`src/hdl/aabp_pkg.sv`:
```
// Package with register map, field codes and timing constants for the analog/alarm/brake parameter block
// How it works
// - Reading (live sample minus zero reference and offset) compared against trip level gives the sensor state for feed moves.
// - Trip level is signed millivolts, clamped to -10000..10000 (or 0..5000 unipolar).
// - Global offset is signed millivolts, clamped to -10000..10000 (or -5000..5000).
// - Offset register view is in data units, offset word times a scale factor.
// - Channel offset command carries selector 1 to 3; other selectors are refused.
// - Selector 1 and 2 pick single-ended channels, 3 picks the differential input.
// - Channel offset stored as 0..255 code, taken as whole volts, clamped to 10.
// - Queued alarm clear clears alarms like instant clear, at its own write; nothing is queued.
// - Queued alarm clear restarts the status LED blink timer.
// - Neither alarm clear re-enables the motor; enable command is separate.
// - Auto-zero captures the present analog sample as the zero reference.
// - Reported reading equals live sample minus captured zero reference minus global offset.
// - Release delay honoured only while brake function code is 1 or 2.
// - Release countdown starts as soon as drive is enabled and brake output set.
// - Feed and jog moves held until release countdown expires.
// - Both delays are milliseconds, 0 to 32767.
// - Disable with brake active sets brake at once, current off after apply delay.
// - Code 1 output closed while enabled, code 2 inverted, code 3 output freed.
// - Instant alarm clear leaves an alarm whose cause still persists.
package aabp_pkg;
	// ----------------------------------------
	// Register offsets (byte addresses)
	// ----------------------------------------
	localparam logic [7:0] AABP_TRIP_LEVEL = 8'h00;
	localparam logic [7:0] AABP_OFFSET = 8'h04;
	localparam logic [7:0] AABP_OFFSET_DATA = 8'h08;
	localparam logic [7:0] AABP_CHAN_OFFSET = 8'h0c;
	localparam logic [7:0] AABP_BRK_REL = 8'h10;
	localparam logic [7:0] AABP_BRK_APP = 8'h14;
	localparam logic [7:0] AABP_BRK_FUNC = 8'h18;
	localparam logic [7:0] AABP_CMD = 8'h1c;
	localparam logic [7:0] AABP_STATUS = 8'h20;
	localparam logic [7:0] AABP_READING = 8'h24;
	localparam logic [7:0] AABP_ZERO_REF = 8'h28;
	// ----------------------------------------
	// Command bits in AABP_CMD
	// ----------------------------------------
	localparam int AABP_CMD_QCLR = 0;
	localparam int AABP_CMD_ICLR = 1;
	localparam int AABP_CMD_ZERO = 2;
	localparam int AABP_CMD_ENA = 3;
	localparam int AABP_CMD_DIS = 4;
	// ----------------------------------------
	// Ranges, codes and reset values
	// ----------------------------------------
	localparam logic signed [15:0] AABP_BIP_MAX = 16'sh2710;
	localparam logic signed [15:0] AABP_BIP_MIN = -16'sh2710;
	localparam logic signed [15:0] AABP_UNI_MAX = 16'sh1388;
	localparam logic signed [15:0] AABP_UNI_MIN = -16'sh1388;
	localparam logic signed [15:0] AABP_ZERO_MV = 16'sh0000;
	localparam logic [7:0] AABP_CHAN_MAX_V = 8'h0a;
	localparam logic [14:0] AABP_DELAY_MAX = 15'h7fff;
	localparam logic [1:0] AABP_SEL_MIN = 2'h1;
	localparam logic [1:0] AABP_BRK_CODE_FREE = 2'h3;
	localparam logic [1:0] AABP_BRK_CODE_ON = 2'h1;
	localparam logic [1:0] AABP_BRK_CODE_INV = 2'h2;
	localparam logic [1:0] AABP_BRK_RESET = 2'h3;
	localparam logic [15:0] AABP_DATA_SCALE = 16'h0001;
	// ----------------------------------------
	// Timing
	// ----------------------------------------
	localparam int AABP_CLK_MHZ = 125;
	localparam int AABP_TICK_US = 1000;
	localparam int AABP_TICK_CYC = AABP_CLK_MHZ * AABP_TICK_US;
	localparam logic [16:0] AABP_TICK_LAST = 17'(AABP_TICK_CYC - 1);
	localparam logic [15:0] AABP_BLINK_RESET = 16'h0000;
	// ----------------------------------------
	// Brake sequencer states
	// ----------------------------------------
	typedef enum logic [1:0] {
		AABP_OFF = 2'b00,
		AABP_RELEASE = 2'b01,
		AABP_RUN = 2'b10,
		AABP_APPLY = 2'b11
	} aabp_brk_e;
endpackage

```
`src/hdl/aabp_top.sv`:
```
// Analog trip/offset/zero, alarm clear and brake sequencing with an APB register file
`timescale 1ns/10ps
module aabp_top import aabp_pkg::*; #(
	parameter logic [16:0] TICK_LAST = AABP_TICK_LAST, // Cycles per 1 ms tick, minus one
	parameter bit UNIPOLAR = 1'b0 // Smaller limits with unipolar input ranges
) (
	input wire logic pclk, // APB clock, 125 MHz
	input wire logic presetn, // Async reset, active low
	input wire logic psel, // APB select
	input wire logic penable, // APB access phase
	input wire logic pwrite, // APB direction
	input wire logic [7:0] paddr, // APB byte address
	input wire logic [31:0] pwdata, // APB write data
	output logic [31:0] prdata, // APB read data
	output logic pready, // APB ready
	output logic pslverr, // APB error on unmapped address
	input wire logic signed [15:0] ain_mv, // Analog sample, signed millivolts
	input wire logic fault_in, // Fault condition pin, active high
	output logic sensor_hit, // Feed-to-sensor trigger state
	output logic alarm, // Latched alarm
	output logic led_blink, // Status LED blink phase
	output logic brake_out, // Brake output pin level
	output logic motor_current, // Motor current enabled
	output logic move_hold // Feed and jog moves held off
);
	// ----------------------------------------
	// Helpers
	// ----------------------------------------
	function automatic logic signed [15:0] clamp_mv(input logic signed [15:0] v, input logic signed [15:0] lo,
		input logic signed [15:0] hi);
		clamp_mv = (v > hi) ? hi : ((v < lo) ? lo : v);
	endfunction

	logic [1:0] fault_sync_ff;
	logic signed [15:0] ain_s1_ff, ain_ff;
	logic signed [15:0] trip_ff, nxt_trip, offs_ff, nxt_offs, zref_ff, nxt_zref, reading_ff, nxt_reading;
	logic [7:0] chan_ff [1:3];
	logic [7:0] nxt_chan [1:3];
	logic [14:0] rel_ff, nxt_rel, app_ff, nxt_app, cnt_ff, nxt_cnt;
	logic [1:0] func_ff, nxt_func;
	logic alarm_ff, nxt_alarm, sensor_ff, nxt_sensor, cmd_err_ff, nxt_cmd_err;
	logic [16:0] tick_cnt_ff, nxt_tick_cnt;
	logic [15:0] blink_ff, nxt_blink;
	aabp_brk_e st_ff, nxt_st;
	logic brk_ff, nxt_brk, cur_ff, nxt_cur, hold_ff, nxt_hold;
	logic [31:0] prdata_ff, nxt_prdata;
	logic pready_ff, nxt_pready, pslverr_ff, nxt_pslverr;
	logic wr, rd, tick, qclr, iclr, zero_cmd, ena_cmd, dis_cmd, func_active, mapped;
	logic signed [15:0] lo_lim, trip_lo;
	logic [1:0] sel;

	// Pins pass two flops before use; the sample bus is assumed held steady across two clocks
	always_ff @(posedge pclk or negedge presetn) begin
		if (!presetn) begin
			fault_sync_ff <= 2'h0;
			ain_s1_ff <= AABP_ZERO_MV;
			ain_ff <= AABP_ZERO_MV;
		end else begin
			fault_sync_ff <= {fault_sync_ff[0], fault_in};
			ain_s1_ff <= ain_mv;
			ain_ff <= ain_s1_ff;
		end
	end

	// ----------------------------------------
	// APB decode and parameters
	// ----------------------------------------
	always_comb begin
		wr = psel && penable && pwrite && pready_ff;
		rd = psel && !penable && !pwrite;
		sel = pwdata[17:16];
		lo_lim = UNIPOLAR ? AABP_UNI_MIN : AABP_BIP_MIN;
		trip_lo = UNIPOLAR ? AABP_ZERO_MV : AABP_BIP_MIN;
		qclr = wr && paddr == AABP_CMD && pwdata[AABP_CMD_QCLR];
		iclr = wr && paddr == AABP_CMD && pwdata[AABP_CMD_ICLR];
		zero_cmd = wr && paddr == AABP_CMD && pwdata[AABP_CMD_ZERO];
		ena_cmd = wr && paddr == AABP_CMD && pwdata[AABP_CMD_ENA];
		dis_cmd = wr && paddr == AABP_CMD && pwdata[AABP_CMD_DIS];
		mapped = paddr inside {AABP_TRIP_LEVEL, AABP_OFFSET, AABP_OFFSET_DATA, AABP_CHAN_OFFSET, AABP_BRK_REL,
			AABP_BRK_APP, AABP_BRK_FUNC, AABP_CMD, AABP_STATUS, AABP_READING, AABP_ZERO_REF};
		nxt_trip = trip_ff;
		nxt_offs = offs_ff;
		nxt_rel = rel_ff;
		nxt_app = app_ff;
		nxt_func = func_ff;
		nxt_zref = zref_ff;
		nxt_cmd_err = cmd_err_ff;
		for (int i = 1; i <= 3; i++) begin
			nxt_chan[i] = chan_ff[i];
		end
		if (wr) begin
			case (paddr)
				AABP_TRIP_LEVEL: nxt_trip = clamp_mv(pwdata[15:0], trip_lo,
					UNIPOLAR ? AABP_UNI_MAX : AABP_BIP_MAX);
				AABP_OFFSET: nxt_offs = clamp_mv(pwdata[15:0], lo_lim, UNIPOLAR ? AABP_UNI_MAX : AABP_BIP_MAX);
				AABP_OFFSET_DATA: nxt_offs = clamp_mv(16'(pwdata[15:0] / AABP_DATA_SCALE), lo_lim,
					UNIPOLAR ? AABP_UNI_MAX : AABP_BIP_MAX);
				AABP_CHAN_OFFSET: begin
					if (sel >= AABP_SEL_MIN) begin
						// 1, 2 single-ended, 3 differential; code taken as whole volts
						nxt_chan[sel] = (pwdata[7:0] > AABP_CHAN_MAX_V) ? AABP_CHAN_MAX_V : pwdata[7:0];
						nxt_cmd_err = 1'b0;
					end else begin
						nxt_cmd_err = 1'b1;
					end
				end
				AABP_BRK_REL: nxt_rel = pwdata[14:0];
				AABP_BRK_APP: nxt_app = pwdata[14:0];
				AABP_BRK_FUNC: nxt_func = (pwdata[1:0] == 2'h0) ? func_ff : pwdata[1:0];
				default: nxt_cmd_err = cmd_err_ff;
			endcase
		end
		if (zero_cmd) begin
			nxt_zref = ain_ff;
		end
	end

	// ----------------------------------------
	// Analog path, alarm and LED
	// ----------------------------------------
	always_comb begin
		nxt_reading = 16'(ain_ff - zref_ff - offs_ff);
		nxt_sensor = nxt_reading >= trip_ff;
		// Either clear drops the alarm at its own write, nothing is queued; a fault still present wins over any clear
		nxt_alarm = fault_sync_ff[1] || (alarm_ff && !(qclr || iclr));
		nxt_tick_cnt = (tick_cnt_ff == TICK_LAST) ? 17'h0 : 17'(tick_cnt_ff + 17'h1);
		tick = tick_cnt_ff == TICK_LAST;
		nxt_blink = qclr ? AABP_BLINK_RESET : (tick ? 16'(blink_ff + 16'h1) : blink_ff);
	end

	// ----------------------------------------
	// Brake sequencer
	// ----------------------------------------
	always_comb begin
		func_active = func_ff == AABP_BRK_CODE_ON || func_ff == AABP_BRK_CODE_INV;
		nxt_st = st_ff;
		nxt_cnt = cnt_ff;
		nxt_brk = brk_ff;
		nxt_cur = cur_ff;
		nxt_hold = hold_ff;
		case (st_ff)
			AABP_OFF: begin
				nxt_cur = 1'b0;
				nxt_hold = 1'b1;
				// Disabled level follows the code, so a code written while off shows at once
				nxt_brk = (func_ff == AABP_BRK_CODE_INV);
				// Only the enable command powers the motor; alarm clears never do
				if (ena_cmd) begin
					nxt_cur = 1'b1;
					nxt_brk = (func_ff == AABP_BRK_CODE_ON);
					nxt_cnt = rel_ff;
					if (func_active && rel_ff != 15'h0) begin
						nxt_st = AABP_RELEASE;
					end else begin
						nxt_st = AABP_RUN;
						nxt_hold = 1'b0;
					end
				end
			end
			AABP_RELEASE: begin
				nxt_brk = (func_ff == AABP_BRK_CODE_ON);
				if (dis_cmd) begin
					nxt_st = AABP_APPLY;
					nxt_brk = (func_ff == AABP_BRK_CODE_INV);
					nxt_cnt = app_ff;
				end else if (tick) begin
					nxt_cnt = 15'(cnt_ff - 15'h1);
					if (cnt_ff == 15'h1) begin
						nxt_st = AABP_RUN;
						nxt_hold = 1'b0;
					end
				end
			end
			AABP_RUN: begin
				nxt_brk = (func_ff == AABP_BRK_CODE_ON);
				if (dis_cmd) begin
					nxt_hold = 1'b1;
					nxt_brk = (func_ff == AABP_BRK_CODE_INV);
					nxt_cnt = app_ff;
					if (func_active && app_ff != 15'h0) begin
						nxt_st = AABP_APPLY;
					end else begin
						nxt_st = AABP_OFF;
						nxt_cur = 1'b0;
					end
				end
			end
			AABP_APPLY: begin
				nxt_hold = 1'b1;
				nxt_brk = (func_ff == AABP_BRK_CODE_INV);
				if (tick) begin
					nxt_cnt = 15'(cnt_ff - 15'h1);
					if (cnt_ff <= 15'h1) begin
						nxt_st = AABP_OFF;
						nxt_cur = 1'b0;
					end
				end
			end
			default: nxt_st = AABP_OFF;
		endcase
		// Code 3 frees the pin; it is then held low here
		if (func_ff == AABP_BRK_CODE_FREE) begin
			nxt_brk = 1'b0;
		end
	end

	// ----------------------------------------
	// Read data
	// ----------------------------------------
	always_comb begin
		nxt_pready = psel && !penable;
		nxt_pslverr = psel && !penable && !mapped;
		nxt_prdata = 32'h0;
		if (rd) begin
			case (paddr)
				AABP_TRIP_LEVEL: nxt_prdata = 32'(trip_ff);
				AABP_OFFSET: nxt_prdata = 32'(offs_ff);
				AABP_OFFSET_DATA: nxt_prdata = 32'(offs_ff) * 32'(AABP_DATA_SCALE);
				AABP_CHAN_OFFSET: nxt_prdata = {8'h0, chan_ff[3], chan_ff[2], chan_ff[1]};
				AABP_BRK_REL: nxt_prdata = {17'h0, rel_ff};
				AABP_BRK_APP: nxt_prdata = {17'h0, app_ff};
				AABP_BRK_FUNC: nxt_prdata = {30'h0, func_ff};
				AABP_STATUS: nxt_prdata = {24'h0, cmd_err_ff, st_ff, hold_ff, cur_ff, brk_ff, sensor_ff, alarm_ff};
				AABP_READING: nxt_prdata = 32'(reading_ff);
				AABP_ZERO_REF: nxt_prdata = 32'(zref_ff);
				default: nxt_prdata = 32'h0;
			endcase
		end
	end

	always_ff @(posedge pclk or negedge presetn) begin
		if (!presetn) begin
			trip_ff <= AABP_ZERO_MV;
			offs_ff <= AABP_ZERO_MV;
			zref_ff <= AABP_ZERO_MV;
			reading_ff <= AABP_ZERO_MV;
			for (int i = 1; i <= 3; i++) begin
				chan_ff[i] <= 8'h0;
			end
			rel_ff <= 15'h0;
			app_ff <= 15'h0;
			func_ff <= AABP_BRK_RESET;
			cmd_err_ff <= 1'b0;
			alarm_ff <= 1'b0;
			sensor_ff <= 1'b0;
			tick_cnt_ff <= 17'h0;
			blink_ff <= AABP_BLINK_RESET;
			st_ff <= AABP_OFF;
			cnt_ff <= 15'h0;
			brk_ff <= 1'b0;
			cur_ff <= 1'b0;
			hold_ff <= 1'b1;
			prdata_ff <= 32'h0;
			pready_ff <= 1'b0;
			pslverr_ff <= 1'b0;
		end else begin
			trip_ff <= nxt_trip;
			offs_ff <= nxt_offs;
			zref_ff <= nxt_zref;
			reading_ff <= nxt_reading;
			chan_ff <= nxt_chan;
			rel_ff <= nxt_rel;
			app_ff <= nxt_app;
			func_ff <= nxt_func;
			cmd_err_ff <= nxt_cmd_err;
			alarm_ff <= nxt_alarm;
			sensor_ff <= nxt_sensor;
			tick_cnt_ff <= nxt_tick_cnt;
			blink_ff <= nxt_blink;
			st_ff <= nxt_st;
			cnt_ff <= nxt_cnt;
			brk_ff <= nxt_brk;
			cur_ff <= nxt_cur;
			hold_ff <= nxt_hold;
			prdata_ff <= nxt_prdata;
			pready_ff <= nxt_pready;
			pslverr_ff <= nxt_pslverr;
		end
	end

	assign prdata = prdata_ff;
	assign pready = pready_ff;
	assign pslverr = pslverr_ff;
	assign sensor_hit = sensor_ff;
	assign alarm = alarm_ff;
	assign led_blink = blink_ff[8];
	assign brake_out = brk_ff;
	assign motor_current = cur_ff;
	assign move_hold = hold_ff;

	// ----------------------------------------
	// Checks
	// ----------------------------------------
	property p_fault_keeps_alarm;
		@(posedge pclk) disable iff (!presetn) fault_sync_ff[1] |=> alarm_ff;
	endproperty
	a_fault_keeps_alarm: assert property (p_fault_keeps_alarm) else $error("alarm cleared with fault present");
	property p_clear_drops_alarm;
		@(posedge pclk) disable iff (!presetn) (qclr && !fault_sync_ff[1]) |=> !alarm_ff;
	endproperty
	a_clear_drops_alarm: assert property (p_clear_drops_alarm) else $error("queued clear left alarm");
	property p_blink_restart;
		@(posedge pclk) disable iff (!presetn) qclr |=> blink_ff == AABP_BLINK_RESET;
	endproperty
	a_blink_restart: assert property (p_blink_restart) else $error("blink timer not restarted");
	property p_no_reenable;
		@(posedge pclk) disable iff (!presetn) (st_ff == AABP_OFF && !ena_cmd) |=> !cur_ff;
	endproperty
	a_no_reenable: assert property (p_no_reenable) else $error("motor on without enable");
	property p_zero_capture;
		@(posedge pclk) disable iff (!presetn) zero_cmd |=> zref_ff == $past(ain_ff);
	endproperty
	a_zero_capture: assert property (p_zero_capture) else $error("zero reference not captured");
	property p_reading;
		@(posedge pclk) disable iff (!presetn) 1'b1 |=> reading_ff == 16'($past(ain_ff) - $past(zref_ff) - $past(offs_ff));
	endproperty
	a_reading: assert property (p_reading) else $error("reading not live minus zero");
	property p_hold_in_release;
		@(posedge pclk) disable iff (!presetn) st_ff == AABP_RELEASE |-> move_hold;
	endproperty
	a_hold_in_release: assert property (p_hold_in_release) else $error("move allowed during release");
	property p_release_only_active;
		@(posedge pclk) disable iff (!presetn) (st_ff == AABP_OFF && ena_cmd && !func_active) |=> st_ff == AABP_RUN;
	endproperty
	a_release_only_active: assert property (p_release_only_active) else $error("delay with brake inactive");
	property p_apply_current;
		@(posedge pclk) disable iff (!presetn)
			st_ff == AABP_APPLY |-> cur_ff && brk_ff == ($past(func_ff) == AABP_BRK_CODE_INV);
	endproperty
	a_apply_current: assert property (p_apply_current) else $error("current off before apply delay");
	property p_cancel_release;
		@(posedge pclk) disable iff (!presetn) (st_ff == AABP_RELEASE && dis_cmd) |=> st_ff == AABP_APPLY;
	endproperty
	a_cancel_release: assert property (p_cancel_release) else $error("disable ignored in release");
	c_release: cover property (@(posedge pclk) disable iff (!presetn) st_ff == AABP_RELEASE ##1 st_ff == AABP_RUN);
	c_apply: cover property (@(posedge pclk) disable iff (!presetn) st_ff == AABP_APPLY ##1 st_ff == AABP_OFF);
	c_zero: cover property (@(posedge pclk) disable iff (!presetn) zero_cmd);
	c_clear: cover property (@(posedge pclk) disable iff (!presetn) alarm_ff ##1 !alarm_ff);
endmodule

```
`config.mk`:
```
export PLATFORM = sky130hd
export DESIGN_NAME = aabp_top
export DESIGN_NICKNAME = d
export VERILOG_FILES = /design/src/hdl/aabp_pkg.sv /design/src/hdl/aabp_top.sv
export SDC_FILE = /design/constraint.sdc
export NUM_CORES = 1
export LEC_CHECK = 0
export ABC_AREA = 0
export BUFFER_PORTS_ARGS = -buffer_cell sky130_fd_sc_hd__buf_2
export CAP_MARGIN = 10
export CORE_UTILIZATION = 45
export DETAILED_ROUTE_END_ITERATION = 16
export HOLD_SLACK_MARGIN = 0.15
export PLACE_DENSITY = 0.6
export SYNTH_ARGS = -nofsm -noshare
export SYNTH_HDL_FRONTEND = slang
export SYNTH_SLANG_ARGS = --single-unit
```
`constraint.sdc`:
```
create_clock -name pclk -period 4.3 [get_ports pclk]
set_input_delay 0.86 -clock pclk [delete_from_list [all_inputs] [get_ports pclk]]
set_output_delay 0.86 -clock pclk [all_outputs]
set_load 0.02 [all_outputs]
```
Yosys cells after proc, flatten, opt, wreduce, memory -nomap -nowiden
Index checks and enable logic that the tools add are counted.
- flip-flop bits (word level): 244
- input port bits: 62
- output and inout port bits: 40
- logic and storage cells: 157
- add/sub/neg operators: 5
- order comparisons: 8
- equal/unequal tests: 28
- multiplexer cells: 44
- bitwise operators: 2
- reductions and logical operators: 44
- operators by type and width (cell ; number):
    $pmux 32 s9 ; 1
    $mux 16 ; 4
    $mux 15 ; 4
    $pmux 15 s4 ; 1
    $eq 8x5->1 const B ; 4
    $mux 32 ; 1
    $sub 16x16->16 ; 2
    $reduce_bool 15->1 ; 2
    $bwmux 24 ; 1
    $eq 8x6->1 const B ; 3
    $mux 2 ; 9
    $add 17x1->17 const B ; 1
    $eq 17x17->1 const B ; 1
    $mux 17 ; 1
    $add 16x1->16 const B ; 1
    $demux 8 s2 ; 1
    $eq 8x4->1 const B ; 2
    $ge 16x16->1 ; 1
    $gt 16x15->1 const B ; 1
    $logic_and 1x1->1 ; 16
    $lt 16x15->1 const B ; 1
    $mux 8 ; 2
    $ne 2x2->1 const B ; 8
    $eq 15x1->1 const B ; 1
    29 further kinds ; 62

Logic depth before layout (Yosys ltp)
Gate-level depths: netlist (run 1).
- depth after elaboration: 9
- depth in mapped cells: 17
- depth with buffers taken out: 17

Least setup slack after synthesis (run 1)
No wires, ideal clock.
- path type: reg-to-reg
- start: reg offs_ff[2]
- end: reg sensor_ff (netlist: sensor_hit)
- setup time: 0.122 ns
- arrival time: 3.452 ns
- data required time: 4.178 ns
- path slack: 0.726 ns
- stages on the path, launching flop included: 15
- buffers on the path: 0
- period minus slack after synthesis: 3.574 ns
- cell sequence: dfrtp_1 -> inv_1 -> fa_1 -> ha_1 -> nor2b_1 -> o2111ai_1 -> a21oi_1 -> o41ai_2 -> or4b_2 -> o211ai_1 -> ha_1 -> a31oi_1 -> a21oi_1 -> a21oi_1 -> nand2_1
- word-level cells in the longest chain between the ends: 2
- RTL lines (item ; line ; RTL):
    start, declared ; aabp_top.sv:36 ; logic signed [15:0] trip_ff, nxt_trip, offs_ff, nxt_offs, zref_ff, nxt_zref, reading_ff, nxt_reading;
    start signal, assigned ; aabp_top.sv:258 ; offs_ff <= nxt_offs;
    $sub 16x16->16 ; aabp_top.sv:122 ; nxt_reading = 16'(ain_ff - zref_ff - offs_ff);
    named net nxt_reading[14] ; aabp_top.sv:36 ;
    $ge 16x16->1 ; aabp_top.sv:123 ; nxt_sensor = nxt_reading >= trip_ff;
    named net nxt_sensor ; aabp_top.sv:41 ; logic alarm_ff, nxt_alarm, sensor_ff, nxt_sensor, cmd_err_ff, nxt_cmd_err;
    end signal, assigned ; aabp_top.sv:267 ; sensor_ff <= nxt_sensor;
    end, declared ; aabp_top.sv:41 ;
The timed path passes the listed nets, and every way through them passes these cells.
A chain may end at the register's enable or synchronous reset.

Worst setup path in the final report (run 1)
Ends and elaborated chain as after synthesis.

==> metrics.md, run 1 <==
| Metric | Value |
|---|---|
| Leading area contributor after synthesis | dfrtp_1 |
| Clk Latency, worst-skew pair | 0.54 ns |
| Synth Area per Inst | roughly 11 um^2 |
| Most common cell in the netlist | dfrtp_1 |
| Met1 usage | 0.3120 |
| Fill cell count | between 2k and 2.5k |
| H-tree levels | 1 |
| Clk pin slew, worst setup/hold paths | 0.06 ns |
| Warning count from the yosys run | 0 |
| Non-filler cells, final | ~1.5k |
| Vias per cell | roughly 5.7 |
| Total power | between 5000 and 6000 uW |
| CP most frequent cell | a21oi_1 |
| CP startpoint kind | register |
| Setup crit end kind | register |
| Leakage power | 0.005991 uW |
| Ant diodes | 0 |
| Top delay family on crit path | compound AO/OA/AOI/OAI gates |
| Detailed placer's ending HPWL | ~22,000 um |
| Starting Density | 0.4582 |
| NumNets Final | 1,281 |
| GR Overflow Total | 0 |
| Status | finished, final reports clean |
| Synth top area cells | dfrtp_1 (49%), ha_1 (5.0%), mux2_2 (4.9%) |
| Met2 global-route usage | 0.3964 |
| Setup violators final | 0 |
| Setup bufs post-CTS | 0 |
| Hold Crit Class | input pin to asynchronous set/reset pin |
| Area Overhead vs Synth | 14.47% |
| Main flop type after synthesis | dfrtp_1 |
| Max-slew headroom | 0.1652 |
| Final GP Congestion | 0.8824 |
| Async S/R FF share, synth | 1.000 |
| Die width | 162.1 um |
| Final Skew | about 0.017 ns |
| Placed insts | 1,459 |
| Core Region | between 20,000 and 30,000 um^2 |
| RSZ-0062 raised after global routing | false |
| M3 GR Usage | 0.03192 |
| First-pass GRT wire length | 47,910 um |
| CP Cell Sequence | inv_1 > fa_1 > ha_1 > nor2b_1 > o2111ai_1 > a21oi_1 > o41ai_2 > or4b_2 > o211ai_1 > ha_1 > a31oi_1 > a21oi_1 > a21oi_1 > nand2_1 |
| Clock tree from TritonCTS | yes |
| Post-route minimum period | around 4.0 ns |
| Critical path's largest stage delay | around 0.62 ns |
| Worst-Margin Slew | approximately 1.3 ns |
| Net Count, Synth | approximately 1.2k |
| Critical Path RT | 4.72 ns |
| Maximum VDD drop | around 0.00034 V |
| Power per cell area | 437.8 nW/um^2 |
| Post-route DRC violation count | 0 |
| Vias | slightly below 9k |
| Slowest CP cell | or4b_2 |
| Post-route ant nets | 0 |
| Final period utilization | 0.9315 |
| Yosys reg bits | 230 |
| Post-Syn Area | about 12,000 um^2 |
| Wire per inst | ~20 um |
| I/O pin cnt | 102 |
| WP buf/inv | 1 |
| Highest clock rate | around 0.25 GHz |
| Synth cell types | 72 |
| Final hold vios | 0 |
| Starting DRC count in detailed routing | approximately 690 |
| Antenna violations before repair | 0 |
| CP max FO | 4 |
| Total CTS buffers | 27 |
| Total die area | about 26,000 um^2 |
| CTS root buffer | clkbuf_16 |
| Hold-fix buffers, CTS | 0 |
| Critical Path AT | 4.43 ns |
| Share of cells above drive strength 1 | 0.1902 |
| CTS resizes | 0 |
| Largest net degree at the start of global routing | approximately 110 |
| Critical setup path kind | register to register |
| Std-Cell Rows | 58 |
| Tot GR Track Use | 0.2356 |
| Final WL | approximately 30,000 um |
| Sink Count | 230 |
| Setup_tns | 0 ns |
| TritonRoute pass-1 iters | 5 |
| IO Port Bufs | between 80 and 90 |
| Die Span Y | 162.1 um |
| Seq/Total Area, Yosys | 0.4991 |
| Synth Instances | 1,076 |
| Most Crowded Layer GR | met2 |
| Max Cap Violations | 0 |
| Number of synthesized flops with an enable pin | 0 |
| Final Max Slew Viols | 0 |
| Clk buf depth | 3 |
| Yosys top cell area share | 0.4923 |
| Vias in the first global route | ~8.6k |
| Synth top cells by count | dfrtp_1 (227), nand2_1 (82), inv_1 (67), nor2_1 (55), mux2_2 (50) |
-- report_power, final --
group | total (uW) | internal [uW] | switching (uW)
Clock | 2310 | 1410 | 899
Combinational | 1070 | 405 | 665
Sequential | 2400 | 2290 | 114
Total | 5780 | 4100 | 1680
-- cell families after synthesis --
| logic type | after synthesis | share of synthesized area |
|---|---|---|
| flip-flops | 230 | 0.4991 |
| XOR/XNOR | 41 | 0.03112 |
| AO/OA/AOI/OAI | 248 | 0.1464 |
| AND/OR/NAND/NOR | 317 | 0.1477 |
| multiplexers | 59 | 0.05660 |
| buffers and inverters | 120 | 0.04316 |
| adder cells (fa/ha/maj) | 61 | 0.07591 |
-- sequential cells by signal, indices dropped and copies added (netlist names), 2 cells and up --
| signal | flops |
|---|---|
| prdata | 25 |
| chan_ff | 24 |
| tick_cnt_ff | 17 |
| ain_ff | 16 |
| ain_s1_ff | 16 |
| offs_ff | 16 |
| reading_ff | 16 |
| trip_ff | 16 |
| zref_ff | 16 |
| app_ff | 15 |
| cnt_ff | 15 |
| rel_ff | 15 |
| blink_ff | 9 |
| fault_sync_ff | 2 |
| func_ff | 2 |
| st_ff | 2 |
-- final timing paths --
| check | from | to | slack [ns] | cells after the start |
|---|---|---|---|---|
| max in group asynchronous | presetn | func_ff[1] | 2.94 | 2 |
| setup reg to reg | offs_ff[2] | sensor_hit | 0.29 | 14 |
| min in group pclk | fault_sync_ff[0] | fault_sync_ff[1] | 0.35 | 0 |
| hold reg to reg | fault_sync_ff[0] | fault_sync_ff[1] | 0.35 | 0 |
| setup / recovery | offs_ff[2] | sensor_hit | 0.29 | 14 |
| hold / removal | presetn | blink_ff[5] | 0.35 | 1 |
-- cells in the final DEF, fill, tap and decap left out, drive strengths merged, types with 9 or more instances in the layout --
cell type	Yosys	layout
a21oi	47	47
a222oi	14	14
a22oi	31	31
a31oi	13	13
and2	12	12
and3	13	13
buf	20	106
clkbuf	33	34
dfrtp	227	227
fa	15	15
ha	46	46
inv	67	68
mux2	50	50
mux2i	9	9
nand2	82	82
nand2b	21	21
nand3	28	28
nand4	18	18
nor2	56	56
nor2b	11	11
nor3	21	21
nor4	17	17
o211ai	12	12
o21ai	47	47
o22ai	21	21
xnor2	25	25
xor2	16	16
-- metal layers --
| layer | vias up | routed length (um) |
|---|---|---|
| met4 | 0 | 1045 |
| met2 | 240 | 14750 |
| met5 | - | 0 |
| met3 | 61 | 1492 |
| met1 | 4276 | 12910 |
| li1 | 4066 | - |
-- cell type report --
class / instances / area, um^2 / share of cell area
Tap cell: 330 / 412.9 / 0.03126
Clock buffer: 34 / 711.9 / 0.05390
Sequential cell: 230 / 5759 / 0.4361
Inverter: 67 / 251.5 / 0.01904
Multi-Input combinational cell: 726 / 5288 / 0.4003
Clock inverter: 15 / 183.9 / 0.01393
Timing Repair Buffer: 106 / 600.6 / 0.04547
-- metrics by stage --
stage	cell area [um^2]	util	hold WS (ns)	setup slack (ns)
floorplan	11540	-	0.3312	0.7259
detailed placement	12310	0.4889	0.3365	0.3013
global placement	12310	0.4889	0.3316	0.3172
finish	13210	0.5245	0.3458	0.2946
global route	13210	0.5245	0.3513	0.09433
CTS	13210	0.5245	0.3492	0.2906
Note: power is estimated with default switching activity, not from simulation.
==> run 2: changes to the inputs <==
--- a/config.mk
+++ b/config.mk
@@ -5,7 +5,7 @@
 export SDC_FILE = /design/constraint.sdc
 export NUM_CORES = 1
 export LEC_CHECK = 0
-export ABC_AREA = 0
+export ABC_AREA = 1
 export BUFFER_PORTS_ARGS = -buffer_cell sky130_fd_sc_hd__buf_2
 export CAP_MARGIN = 10
 export CORE_UTILIZATION = 45
==> run 2 against run 1 <==
  * Non-clock buffer count down 12
  * Die area up 7.0%
  * Sequential power about the same
  * Clock power up 3%
  * Critical endpoint unchanged
==> metrics.md, run 2 <==
| Metric | Value |
|---|---|
| Slowest CP cell | fa_1 |
| Area Overhead vs Synth | 13.12% |
| R2R setup slack | 0.68 ns (+0.38 ns) |
| Yosys reg bits | 230 (unchanged) |
| R2R cell count | 17 (+3) |
| Met2 WL post-DR | 15,310 um (+3.8%) |
| Fin worst setup slack | 0.6795 ns (+0.3849 ns) |
| Final Max Slew Viols | 0 (unchanged) |
| Vias per cell | 5.258 (-8.3%) |
| Critical Path AT | 4.04 ns (-0.39 ns) |
| Setup_tns | 0 ns (unchanged) |
| Power per cell area | 411.6 nW/um^2 (-6.0%) |
| Clk pin slew, worst setup/hold paths | 0.06 ns (about the same) |
| Post-Place Setup Slack | 0.7710 ns (+0.4697 ns) |
| IO Port Bufs | 87 (unchanged) |
| CP Cell Sequence | inv_1 > fa_1 > ha_1 > a21oi_1 > o21ai_0 > nor2_1 > o21ai_1 > nand3_1 > nand2_1 > xnor2_1 > ha_1 > a21oi_1 > o21ai_0 > nor2_1 > nand2_1 > nand2_1 > nand3_1 |
| NumNets Final | 1,658 (+29%) |
| TritonRoute pass-1 iters | 5 (unchanged) |
| Mux cell area share after synthesis | 0.01610 (-0.04050) |
| Final Skew | 0.01242 ns (-0.004326 ns) |
| Wire per inst | 17.67 um (-12%) |
| Highest clock rate | 0.2762 GHz (+11%) |
| Synth Area per Inst | 8.525 um^2 (-20%) |
| Compound-cell area share of the yosys netlist | 0.1271 (-0.01927) |
| Ant diodes | 0 (unchanged) |
| Setup crit end kind | register |
| Main flop type after synthesis | dfrtp_1 |
| Clk Latency, worst-skew pair | 0.54 ns (about the same) |
| Net Count, Synth | 1,572 (+31%) |
| Hold-fix buffers, CTS | 0 (unchanged) |
| Critical path's largest stage delay | 0.45 ns (-0.17 ns) |
| Synth top cells by count | nand2_1 (291), dfrtp_1 (227), inv_1 (211), nor2_1 (122), o21ai_0 (116) |
| Status | finished, final reports clean |
| Setup violators final | 0 (unchanged) |
| Top sig layer | met4 |
| H-tree levels | 1 (unchanged) |
| Worst-Margin Slew | 0.9610 ns (-0.2913 ns) |
| Yosys top cell area share | 0.4598 (-0.03246) |
| Starting DRC count in detailed routing | 851 (+23%) |
| Synth top area cells | dfrtp_1 (46%), nand2_1 (8.8%), inv_1 (6.4%) |
| Main combinational cell family by area after synthesis | simple AND/OR/NAND/NOR gates |
| Sequential Area | 5759 um^2 (unchanged) |
| Detailed placer's ending HPWL | 25,700 um (+15%) |
| Total die area | 28,120 um^2 (+7.0%) |
| Max-slew headroom | 0.3578 (+0.1926) |
| Pint | 4041 uW (-1.5%) |
| Warning count from the yosys run | 0 (unchanged) |
| Seq/Total Area, Yosys | 0.4662 (-0.03291) |
| Leakage power | 0.006781 uW (+13%) |
| CP startpoint kind | register |
| Die Span Y | 167.7 um (+3.4%) |
| Post-Synth Adder-Cell Area | 0.07090 (-0.005005) |
| Antenna violations before repair | 0 (unchanged) |
| Maximum VDD drop | 0.0003210 V (-6.0%) |
| Reg-to-reg startpoint | offs_ff[2] |
| Post-route DRC violation count | 0 (unchanged) |
| Max Cap Violations | 0 (unchanged) |
| Post-Syn Area | 12,350 um^2 (+7.1%) |
| Vias | 9,963 (+15%) |
| Core Util, Final | 0.5185 (-0.006019) |
| Vias in the first global route | 9,575 (+11%) |
| Max reg flops | 25 (unchanged) |
| Async S/R FF share, synth | 1.000 (unchanged) |
| I/O pin cnt | 102 (unchanged) |
| Share of cells above drive strength 1 | 0.1448 (-0.04537) |
| RSZ-0062 raised after global routing | false |
| Most common cell after layout, fill and taps aside | nand2_1 |
| Combinational Power Share | 0.176 (-0.009) |
| Fill cell count | 2,520 (+12%) |
| CTS resizes | 0 (unchanged) |
| Clock tree from TritonCTS | yes |
| CP most frequent cell | nand2_1 |
| Most common cell in the netlist | nand2_1 |
| Synth Instances | 1,449 (+35%) |
| Core Region | 26,950 um^2 (+7.0%) |
| Metal-1 WL | 15,280 um (+18%) |
| Largest net degree at the start of global routing | 94 (-13%) |
| Leading area contributor after synthesis | dfrtp_1 |
| RR Endpoint | sensor_hit |
| Share of power burned in registers | 0.412 (-0.004) |
| Final WL | 33,490 um (+11%) |
| CP max FO | 5 (+1) |
| Post-route minimum period | 3.621 ns (-0.3849 ns) |
| Final period utilization | 0.8420 (-0.08950) |
| Critical setup path kind | register to register |
| GR Overflow Total | 0 (unchanged) |
| Clock power frac | 0.412 (+0.013) |
| XOR/XNOR share of the synthesized area | 0.01773 (-0.01340) |
| Detailed route wirelength on metal3 | 1750 um (+17%) |
| Die width | 167.7 um (+3.4%) |
| Hold Crit Class | input pin to asynchronous set/reset pin |
| First-pass GRT wire length | 52,800 um (+10%) |
| Final hold vios | 0 (unchanged) |
| Simple-gate share of the synthesized area | 0.2141 (+0.06643) |
| Critical Path RT | 4.72 ns (about the same) |
| Multi-input gate area | 5509 um^2 (+4.2%) |
| Number of synthesized flops with an enable pin | 0 (unchanged) |
| Sw Ratio | 0.2974 (+0.007152) |
| Clk buf depth | 3 (unchanged) |
| Setup bufs post-CTS | 0 (unchanged) |
| Starting Density | 0.4584 (about the same) |
| Most frequent cells in the layout | nand2_1 (291), dfrtp_1 (227), inv_1 (211) |
| Synth cell types | 51 (-29%) |
| Psw | 1710 uW (+1.9%) |
| Post-route ant nets | 0 (unchanged) |
| Final GP Congestion | 0.9064 (+2.7%) |
| Tot GR Track Use | 0.2433 (+0.007654) |
| Std-Cell Rows | 60 (+3.4%) |
| Sink Count | 230 (unchanged) |
| Total CTS buffers | 27 (unchanged) |
| CTS root buffer | clkbuf_16 |
run 2: cell types whose count changed after synthesis, moves of 32 or more:
cell	delta
inv_1	+144
nand2_1	+209
o21ai_0	+71
nor2_1	+67
mux2_2	-43
nand3_1	+32
run 2: cells by family after synthesis:
kind of cell             Yosys count
multiplexers                      15
AO/OA/AOI/OAI                    279
XOR/XNOR                          25
AND/OR/NAND/NOR                  577
adder cells (fa/ha/maj)           61
buffers and inverters            262
flip-flops                       230
run 2: worst max-delay path by stage:
stage,start,to,slack [ns],depth (start not counted)
global route,offs_ff[3],sensor_hit,0.37,17
CTS,zref_ff[2],sensor_hit,0.75,17
detailed placement,zref_ff[2],sensor_hit,0.77,17
floorplan,offs_ff[2],sensor_hit,1.33,17
finish,offs_ff[2],sensor_hit,0.68,17
global placement,zref_ff[2],sensor_hit,0.80,17
run 2: critical path, delay by kind of cell (launching register included):
family,cells,cell delay [ns]
buffers and inverters,1,0.15
adders and majority gates,3,1.17
AOI/OAI and AO/OA,5,0.71
xor gates and xnor gates,1,0.34
DFF,1,0.35
and+or+nand+nor,7,0.77
run 2: routing by layer:
layer	up-vias	global-route usage
met5	-	0
met4	0	0.08496
met3	55	0.02907
met2	304	0.3922
met1	4717	0.3390
li1	4887	-
run 2: metrics by stage:
| stage | power, uW | hold slack [ns] | cells | area [um^2] |
|---|---|---|---|---|
| 6_report | 5752 | 0.3446 | 1895 | 13970 |
| 3_3_place_gp | 3396 | 0.3313 | 1847 | 13050 |
| 2_1_floorplan | 3106 | 0.3312 | 1449 | 12350 |
| 4_1_cts | 5794 | 0.3470 | 1895 | 13970 |
| 3_5_place_dp | 3411 | 0.3347 | 1847 | 13050 |
| 5_1_grt | 6023 | 0.3535 | 1895 | 13970 |
run 2: cell type report:
class | instances | share of cell area
sequential | 230 | 0.4122
inverter | 225 | 0.06044
clock inverter | 16 | 0.01424
multi-input combinational | 957 | 0.3943
timing repair buffer | 94 | 0.03653
tap | 341 | 0.03053
clock buffer | 32 | 0.05184
run 2: power groups by stage:
stage,Clock (uW),Sequential [uW],Combinational [uW]
floorplan,0,2390,717
global placement,0,2410,990
detailed placement,0,2410,1000
CTS,2420,2370,1010
global route,2500,2380,1140
finish,2370,2370,1010
